`src/core/vpi_regs.vh`:
```
`ifndef VPI_REGS_VH
`define VPI_REGS_VH

// Processor status word priority field
`define VPI_PSW_PRI_LSB      5
`define VPI_PSW_PRI_MSB      7
`define VPI_PSW_RST          16'h0000
`define VPI_PC_RST           16'h0000
`define VPI_SP_RST           16'h0000

// Request lines 0..3 request at levels 4..7
`define VPI_NUM_LINES        4
`define VPI_LVL_BASE         3'h4

// Fixed vector entries for power events
`define VPI_PWRFAIL_VEC      16'h0024
`define VPI_RESTART_VEC      16'h0024

// Words are two bytes apart
`define VPI_WORD_STEP        16'h0002

`endif

```
`src/core/vpi_ctrl.v`:
```
`timescale 1ns/100ps
`include "vpi_regs.vh"

module vpi_ctrl
(
  input  wire        core_clk_i,
  input  wire        rstn_i,
  input  wire [3:0]  req_line_i,
  input  wire        multi_line_i,
  output reg  [3:0]  grant_o,
  input  wire        vec_valid_i,
  input  wire [15:0] vec_i,
  input  wire        dma_req_i,
  output reg         dma_grant_o,
  input  wire        pwr_fail_i,
  input  wire        insn_boundary_i,
  input  wire        rti_i,
  input  wire        pc_wr_i,
  input  wire [15:0] pc_i,
  input  wire        psw_wr_i,
  input  wire [15:0] psw_i,
  input  wire        sp_wr_i,
  input  wire [15:0] sp_i,
  output wire [15:0] program_counter_o,
  output wire [15:0] processor_status_word_o,
  output wire [15:0] sp_o,
  output wire        busy_o,
  output wire        mem_req_o,
  output wire        mem_we_o,
  output reg  [15:0] mem_addr_o,
  output reg  [15:0] mem_wdata_o,
  input  wire        mem_ack_i,
  input  wire [15:0] mem_rdata_i
);

  localparam [8:0] ST_IDLE      = 9'h001;
  localparam [8:0] ST_GRANT     = 9'h002;
  localparam [8:0] ST_PUSH_PC   = 9'h004;
  localparam [8:0] ST_PUSH_PSW  = 9'h008;
  localparam [8:0] ST_FETCH_PC  = 9'h010;
  localparam [8:0] ST_FETCH_PSW = 9'h020;
  localparam [8:0] ST_POP_PSW   = 9'h040;
  localparam [8:0] ST_POP_PC    = 9'h080;
  localparam [8:0] ST_DMA       = 9'h100;
  reg  [8:0]  state;
  reg  [15:0] program_counter;
  reg  [15:0] processor_status_word;
  reg  [15:0] sp;
  reg  [15:0] vec;
  reg         pend_any;
  reg  [2:0]  pend_lvl;
  reg  [3:0]  pend_onehot;
  reg         pf_prev;
  reg         pf_pend;
  reg         rs_pend;
  reg  [3:0]  eff_req;
  reg         next_any;
  reg  [2:0]  next_lvl;
  reg  [3:0]  next_onehot;
  integer     i;
  wire [2:0]  cpu_lvl;
  wire        accept;
  wire        pf_rise;
  wire        pf_fall;
  wire        take_pf;
  wire        take_rs;
  assign program_counter_o       = program_counter;
  assign processor_status_word_o = processor_status_word;
  assign sp_o                    = sp;
  assign busy_o                  = (state != ST_IDLE);
  assign mem_req_o = (state == ST_PUSH_PC) | (state == ST_PUSH_PSW) |
                     (state == ST_FETCH_PC) | (state == ST_FETCH_PSW) |
                     (state == ST_POP_PSW) | (state == ST_POP_PC);
  assign mem_we_o  = (state == ST_PUSH_PC) | (state == ST_PUSH_PSW);
  assign cpu_lvl = processor_status_word[`VPI_PSW_PRI_MSB:`VPI_PSW_PRI_LSB];
  // line option, fixed level per line, highest wins
  always @*
  begin
    eff_req     = multi_line_i ? req_line_i : {3'h0, req_line_i[0]};
    next_any    = 1'b0;
    next_lvl    = 3'h0;
    next_onehot = 4'h0;
    for (i = 0; i < `VPI_NUM_LINES; i = i + 1)
    begin
      if (eff_req[i])
      begin
        next_any    = 1'b1;
        next_lvl    = `VPI_LVL_BASE + {1'b0, i[1:0]};
        next_onehot = 4'h1 << i[1:0];
      end
    end
  end

  // strictly above, preemption follows from loaded level
  assign accept = pend_any && (pend_lvl > cpu_lvl);
  assign pf_rise = pwr_fail_i & ~pf_prev;
  assign pf_fall = ~pwr_fail_i & pf_prev;
  assign take_pf = (state == ST_IDLE) & ~dma_req_i & insn_boundary_i &
                   pf_pend;
  assign take_rs = (state == ST_IDLE) & ~dma_req_i & insn_boundary_i &
                   ~pf_pend & rs_pend;

  // sampled every cycle, independent of sequencer
  always @(posedge core_clk_i or negedge rstn_i)
  begin
    if (!rstn_i)
    begin
      pend_any    <= 1'b0;
      pend_lvl    <= 3'h0;
      pend_onehot <= 4'h0;
      pf_prev     <= 1'b0;
      pf_pend     <= 1'b0;
      rs_pend     <= 1'b0;
    end
    else
    begin
      pend_any    <= next_any;
      pend_lvl    <= next_lvl;
      pend_onehot <= next_onehot;
      // power events, set wins over clear
      pf_prev     <= pwr_fail_i;
      pf_pend     <= (pf_pend & ~take_pf) | pf_rise;
      rs_pend     <= (rs_pend & ~take_rs) | pf_fall;
    end
  end

  always @(posedge core_clk_i or negedge rstn_i)
  begin
    if (!rstn_i)
    begin
      state                 <= ST_IDLE;
      program_counter       <= `VPI_PC_RST;
      processor_status_word <= `VPI_PSW_RST;
      sp                    <= `VPI_SP_RST;
      vec                   <= 16'h0000;
      grant_o               <= 4'h0;
      dma_grant_o           <= 1'b0;
      mem_addr_o            <= 16'h0000;
      mem_wdata_o           <= 16'h0000;
    end
    else
    begin
      case (state)
        ST_IDLE:
        begin
          if (pc_wr_i)
            program_counter <= pc_i;
          if (psw_wr_i)
            processor_status_word <= psw_i;
          if (sp_wr_i)
            sp <= sp_i;
          if (dma_req_i)
          begin
            dma_grant_o <= 1'b1;
            state       <= ST_DMA;
          end
          else if (insn_boundary_i)
          begin
            if (pf_pend)
            begin
              vec         <= `VPI_PWRFAIL_VEC;
              mem_addr_o  <= sp - `VPI_WORD_STEP;
              mem_wdata_o <= program_counter;
              state       <= ST_PUSH_PC;
            end
            else if (rs_pend)
            begin
              vec        <= `VPI_RESTART_VEC;
              mem_addr_o <= `VPI_RESTART_VEC;
              state      <= ST_FETCH_PC;
            end
            else if (rti_i)
            begin
              mem_addr_o <= sp;
              state      <= ST_POP_PSW;
            end
            else if (accept)
            begin
              grant_o <= pend_onehot;
              state   <= ST_GRANT;
            end
          end
        end
        ST_GRANT:
        begin
          if (vec_valid_i)
          begin
            grant_o     <= 4'h0;
            vec         <= vec_i;
            mem_addr_o  <= sp - `VPI_WORD_STEP;
            mem_wdata_o <= program_counter;
            state       <= ST_PUSH_PC;
          end
          else if ((grant_o & eff_req) == 4'h0)
          begin
            grant_o <= 4'h0;
            state   <= ST_IDLE;
          end
        end
        ST_PUSH_PC:
        begin
          if (mem_ack_i)
          begin
            sp          <= mem_addr_o;
            mem_addr_o  <= mem_addr_o - `VPI_WORD_STEP;
            mem_wdata_o <= processor_status_word;
            state       <= ST_PUSH_PSW;
          end
        end
        ST_PUSH_PSW:
        begin
          if (mem_ack_i)
          begin
            sp         <= mem_addr_o;
            mem_addr_o <= vec;
            state      <= ST_FETCH_PC;
          end
        end
        // load new counter and status from vector entry
        ST_FETCH_PC:
        begin
          if (mem_ack_i)
          begin
            program_counter <= mem_rdata_i;
            mem_addr_o      <= vec + `VPI_WORD_STEP;
            state           <= ST_FETCH_PSW;
          end
        end
        ST_FETCH_PSW:
        begin
          if (mem_ack_i)
          begin
            processor_status_word <= mem_rdata_i;
            state                 <= ST_IDLE;
          end
        end
        // restored level resumes the preempted handler
        ST_POP_PSW:
        begin
          if (mem_ack_i)
          begin
            processor_status_word <= mem_rdata_i;
            mem_addr_o            <= mem_addr_o + `VPI_WORD_STEP;
            state                 <= ST_POP_PC;
          end
        end
        ST_POP_PC:
        begin
          if (mem_ack_i)
          begin
            program_counter <= mem_rdata_i;
            sp              <= mem_addr_o + `VPI_WORD_STEP;
            state           <= ST_IDLE;
          end
        end
        // hold grant while the transfer runs
        ST_DMA:
        begin
          if (!dma_req_i)
          begin
            dma_grant_o <= 1'b0;
            state       <= ST_IDLE;
          end
        end
        default:
        begin
          grant_o     <= 4'h0;
          dma_grant_o <= 1'b0;
          state       <= ST_IDLE;
        end
      endcase
    end
  end

endmodule // vpi_ctrl

```
`config.mk`:
```
export PLATFORM = sky130hd
export DESIGN_NAME = vpi_ctrl
export DESIGN_NICKNAME = d
export VERILOG_FILES = /design/src/core/vpi_ctrl.v
export VERILOG_INCLUDE_DIRS = /design/src /design/src/core
export SDC_FILE = /design/constraint.sdc
export NUM_CORES = 1
export LEC_CHECK = 0
export ABC_AREA = 1
export BUFFER_PORTS_ARGS = -buffer_cell sky130_fd_sc_hd__buf_4
export CORE_ASPECT_RATIO = 0.5
export CORE_MARGIN = 10
export CORE_UTILIZATION = 35
export DETAILED_ROUTE_END_ITERATION = 16
export SLEW_MARGIN = 10
export SYNTH_ARGS = -nofsm -noshare
export SYNTH_HDL_FRONTEND = slang
export SYNTH_SLANG_ARGS = --single-unit
```
`constraint.sdc`:
```
create_clock -name core_clk_i -period 2.19 [get_ports core_clk_i]
set_input_delay 0.3285 -clock core_clk_i [delete_from_list [all_inputs] [get_ports core_clk_i]]
set_output_delay 0.3285 -clock core_clk_i [all_outputs]
set_load 0.03 [all_outputs]
```
# Word level (Yosys, flattened, before mapping)
# Cells that the tools add are included.
totals:
  input_bits: 96
  wordCells: 176
  out_inout_bits: 88
  ff_bits: 121
classes:
  mux: 71
  n_bitwise: 25
  eq_ne: 37
  reduce_logical: 23
  n_lt_le_gt_ge: 1
  addsub: 4
op_table:
  columns: ["op", "n"]
  rows:
  - ["$mux 16", 25]
  - ["$mux 9", 14]
  - ["$pmux 16 s2", 3]
  - ["$pmux 16 s3", 2]
  - ["$pmux 16 s6", 1]
  - ["$pmux 9 s8", 1]
  - ["$mux 4", 12]
  - ["$ne 2x2->1 const B", 18]
  - ["$add 16x2->16 const B", 2]
  - ["$sub 16x2->16 const B", 2]
  - ["$reduce_and 9->1", 2]
  - ["$reduce_or 7->1", 2]
  - ["$mux 3", 4]
  - ["$pmux 4 s3", 1]
  - ["$and 1x1->1", 9]
  - ["$eq 9x1->1 const B", 1]
  - ["$eq 9x2->1 const B", 1]
  - ["$eq 9x3->1 const B", 1]
  - ["$eq 9x4->1 const B", 1]
  - ["$eq 9x5->1 const B", 1]
  - ["$eq 9x6->1 const B", 1]
  - ["$eq 9x7->1 const B", 1]
  - ["$eq 9x8->1 const B", 1]
  - ["$eq 9x9->1 const B", 1]
  - ["other kinds (22)", 54]

# Longest topological paths before layout
logic_depth:
  depth_word: 9
  mapped_depth: 14
  depth_no_buf: 13

# Worst setup path after synthesis
# Ideal clock, no wire load.
synth_path:
  path_type: "register -> register"
  from: "register processor_status_word[7] (netlist: processor_status_word_o[7])"
  to: "register state[5]"
  stages_incl_launch_ff: 12
  arrival_ns: 1.754
  setup_time_ns: 0.118
  path_slack_ns: 0.318
  n_path_buf: 0
  t_required_ns: 2.072
  synth_period_minus_slack_ns: 1.872
  path_cell_list: "dfrtp_1 -> inv_1 -> ha_1 -> nand2_1 -> o21ai_0 -> nand2_1 -> nand4_1 -> nand2_1 -> nor2_2 -> nand3_1 -> nand2_1 -> nand2_1"
synth_via:
  elab_chain_cells: 4
synth_rtl:
  columns: ["item", "line_no", "rtl"]
  rows:
  - ["from (decl)", "vpi_ctrl.v:47", "reg [15:0] processor_status_word;"]
  - ["from (signal assigned)", "vpi_ctrl.v:133", "processor_status_word <= `VPI_PSW_RST;"]
  - ["from (signal assigned)", "vpi_ctrl.v:149", "processor_status_word <= psw_i;"]
  - ["from (signal assigned)", "vpi_ctrl.v:233", "processor_status_word <= mem_rdata_i;"]
  - ["$gt 3x3->1", "vpi_ctrl.v:95", "assign accept = pend_any && (pend_lvl > cpu_lvl);"]
  - ["$logic_and 1x1->1", "vpi_ctrl.v:95", null]
  - ["$ne 6x6->1 (no source line)", null, null]
  - ["$reduce_and 9->1 (no source line)", null, null]
  - ["to (signal assigned)", "vpi_ctrl.v:131", "state <= ST_IDLE;"]
  - ["to (signal assigned)", "vpi_ctrl.v:155", "state <= ST_DMA;"]
  - ["to (signal assigned)", "vpi_ctrl.v:164", "state <= ST_PUSH_PC;"]
  - ["to (decl)", "vpi_ctrl.v:45", "reg [8:0] state;"]
# Every way passes these cells.
# A chain may end at the register's enable or synchronous reset.

# Final worst setup path
layout_path:
  from: "register state[6]"
  to: "output mem_we_o"
layout_via:
  elab_chain_cells: 2
  word_cells_on_any_way: 3
  classes_between: "eq/ne: 2; bitwise: 1"
layout_rtl:
  columns: ["item", "line_no", "rtl"]
  rows:
  - ["$eq 9x3->1 / $eq 9x4->1 (equally long branches)", "vpi_ctrl.v:74", "assign mem_we_o = (state == ST_PUSH_PC) | (state == ST_PUSH_PSW);"]
  - ["$or 1x1->1 (*)", "vpi_ctrl.v:74", null]
  - ["to (decl)", "vpi_ctrl.v:29", "output wire mem_we_o,"]
# Every way passes the cells marked *; elsewhere a longest branch is shown, timed or not.

==> impl_results.md <==
- Layout cells sized above 1: 0.242
- Clock tree sinks: 120
- Commonest non-fill, non-tap cell in the layout: nand2_1
- Slew Viols, Final: 0
- Worst-case clock buffer depth: 2
- Die area: 30200 um^2
- Final period util: 0.978
- Core ar.: 22900 um^2
- Cells after synthesis: 1233
- Rows: 39
- Hold Crit Start: req_line_i[3]
- ANT nets after route: 0
- Post-synth cell types: 42
- R2R Path End: mem_wdata_o[15]$_DFFE_PN0P_
- Leakage Power: 5.64 nW
- Min cycle time layout: 2.14 ns
- Power per cell area: 1470 nW/um^2
- MaxCap Viol Count: 0
- Clock-pin slew on the worst setup and hold paths: 0.06 ns
- Io pins: 184
- Nets@finish: 1557
- Max Fanout on Critical Path: 7
- Worst slew pin tran: 0.622 ns
- Number of fillers in the final layout: 2385
- Synthesized area: 8170 um^2
- Synthesis warning total: 0
- Worst clock skew: 0.00624 ns
- DR vias/cell: 5.05
- R2R depth: 12
- DR pass1 iterations: 5
- First-pass GRT wire length: 49.2 mm
- Post-synth ARST share: 1.00
- WP data arrival: 1.81 ns
- CP endpoint kind: output port
- Inst Count DP: 1722
- Gr ovfl total: 0
- Worst setup path start: state[6]$_DFFE_PN0P_
- Total wire length: 31.4 mm
- Fin. Hold Viols: 0
- GP Congestion: 0.935
- CTS tree: done
- Die W: 236 um
- Diode count: 0
- Syn Nets: 1336
- Clock buffer count from CTS: 17
- Worst Setup Start Kind: flop
- FMAX: 467 MHz
- Worst hold slack: 0.0612 ns
- Slew headroom: 0.582
- Height of the chip: 128 um
- Hold Crit Class: in -> reg
- Endpoints failing setup: 0
- Sequential-to-total area share from yosys stat: 0.368
- DR DRC count: 0
- Vias: 8960
- RSZ-0062 raised after global routing: true
- Number of global-route vias before repair: 9034
- Number of synthesized register bits: 120
- Largest net degree at the start of global routing: 69
- Gr usage total: 0.204
- Fin cells: 1774
- Most used DFF post-synth: dfrtp_1
- EDFF count, synth: 0
- Synth-to-Final Area Change: 34.0%
- Peak supply drop: 0.913 mV
- RR Startpoint: state[6]$_DFFE_PN0P_
- Htree depth: 4
- Antenna violations before repair: 0
- Most frequent cells in the layout: nand2_1, buf_4, dfrtp_1, inv_1, nor2_1
- Worst setup endpoint: mem_we_o
- PortBufs: 183
- Mean Syn Cell Area: 6.63 um^2
- Hpwl dp: 24.8 mm
- Clock latency on the worst-skew pair: 0.44 ns
- Root Driver: clkbuf_16
- Critical path class: reg -> out
- R2R Setup Slk: 0.08 ns
- Avg WL per Cell: 17.7 um
- Worst EP required: 1.86 ns
- DRT iter0 DRCs: 775
- Starting Density: 0.357
- Status: finished, final reports clean
timing repair:
item                                    CTS  global route
resized for setup                         6            18
cloned                                    0             2
hold buffers                              2             0
pin swaps                                 3             7
endpoints found under the setup margin    2            24
buffers inserted                          3            13
endpoints found under the hold margin    16             0
power by group:
group          internal, W  total, W  switching, W
sequential         0.00305   0.00397      0.000923
combinational      0.00332   0.00916       0.00584
clock              0.00185   0.00294       0.00109
registers in the layout, indices dropped and copies added, names as in the netlist:
| signal | cells |
|---|---|
| program_counter_o | 16 |
| grant_o | 4 |
| state | 9 |
| rs_pend | 1 |
| pend_any | 1 |
| mem_addr_o | 16 |
| pend_lvl | 2 |
| mem_wdata_o | 16 |
| vec | 16 |
| sp_o | 16 |
| pf_prev | 1 |
| dma_grant_o | 1 |
| pend_onehot | 4 |
| processor_status_word_o | 16 |
| pf_pend | 1 |
Yosys cell counts, types with 2 or more instances:
| library cell | count | area share |
|---|---|---|
| buf_6 | 5 | 0.0069 |
| inv_1 | 114 | 0.052 |
| and2_1 | 3 | 0.0023 |
| nand2_1 | 454 | 0.21 |
| buf_4 | 8 | 0.0073 |
| o21ai_1 | 24 | 0.015 |
| xor2_1 | 16 | 0.017 |
| nor3_1 | 6 | 0.0037 |
| o211ai_1 | 18 | 0.017 |
| o21ai_0 | 91 | 0.056 |
| nand3_2 | 2 | 0.0024 |
| o22ai_1 | 3 | 0.0023 |
| nand2_2 | 9 | 0.0069 |
| dfrtp_1 | 119 | 0.36 |
| buf_2 | 16 | 0.0098 |
| a21oi_1 | 17 | 0.010 |
| nand3_1 | 91 | 0.056 |
| inv_2 | 9 | 0.0041 |
| or2_0 | 10 | 0.0077 |
| nor2_4 | 4 | 0.0055 |
| nor2_1 | 111 | 0.051 |
| ha_1 | 7 | 0.011 |
| nor2_2 | 10 | 0.0077 |
| nand4_1 | 23 | 0.018 |
| o21ai_2 | 17 | 0.018 |
| nand2_4 | 3 | 0.0041 |
| clkbuf_1 | 13 | 0.0060 |
| or2_2 | 16 | 0.012 |
how the worst min path moves through the flow:
stage | end | slack [ns] | cells after the start
detailed placement | processor_status_word_o[5]$_DFFE_PN0P_ | 0.24 | 1
floorplan | dma_grant_o$_DFFE_PN0P_ | 0.03 | 0
CTS | pend_onehot[2]$_DFF_PN0_ | 0.04 | 2
finish | pend_onehot[2]$_DFF_PN0_ | 0.06 | 2
global placement | mem_wdata_o[9]$_DFFE_PN0P_ | 0.23 | 1
global route | pend_onehot[2]$_DFF_PN0_ | 0.06 | 2
worst max-delay path, cell delays in order (launching register included):
cell,delay (ns)
dfrtp_1,0.44
nor2_4,0.16
nand2_4,0.12
nor2_4,0.15
o21ai_4,0.10
buf_6,0.16
inv_2,0.09
buf_6,0.14
cell families after synthesis:
| logic type | after synthesis | synth area share |
|---|---|---|
| flops | 120 | 0.368 |
| buf+inv | 166 | 0.0870 |
| simple gates | 746 | 0.390 |
| xor+xnor | 17 | 0.0182 |
| fa+ha+maj | 7 | 0.0107 |
| compound gates | 177 | 0.126 |
routing by layer:
layer | vias to the layer above | global-route usage | wire length [um]
li1 | 4379 | - | -
met1 | 4245 | 0.244 | 13400
met2 | 287 | 0.361 | 15700
met3 | 49 | 0.0404 | 1610
met4 | 0 | 0.0727 | 746
met5 | - | 0 | 0
through the flow:
stage	power, W	setup WS (ns)	instance area, um^2	TNS (ns)	utilization
3_5_place_dp	0.0127	0.132	10100	0	0.440
2_1_floorplan	0.00953	0.318	8170	0	-
6_report	0.0161	0.0481	10900	0	0.478
5_1_grt	0.0173	-0.0359	10900	-0.0734	0.478
4_1_cts	0.0157	0.00394	10700	0	0.470
3_3_place_gp	0.0127	0.153	10100	0	0.440
area by class of cell:
| cell class | instances | area (um^2) | share of cell area |
|---|---|---|---|
| clock inverter | 11 | 145 | 0.0133 |
| sequential | 120 | 3010 | 0.274 |
| multi-input combinational | 947 | 4520 | 0.413 |
| inverter | 123 | 467 | 0.0426 |
| timing repair buffer | 245 | 1970 | 0.180 |
| tap | 307 | 384 | 0.0351 |
| clock buffer | 21 | 460 | 0.0421 |
Note: power is estimated with default switching activity, not from simulation.
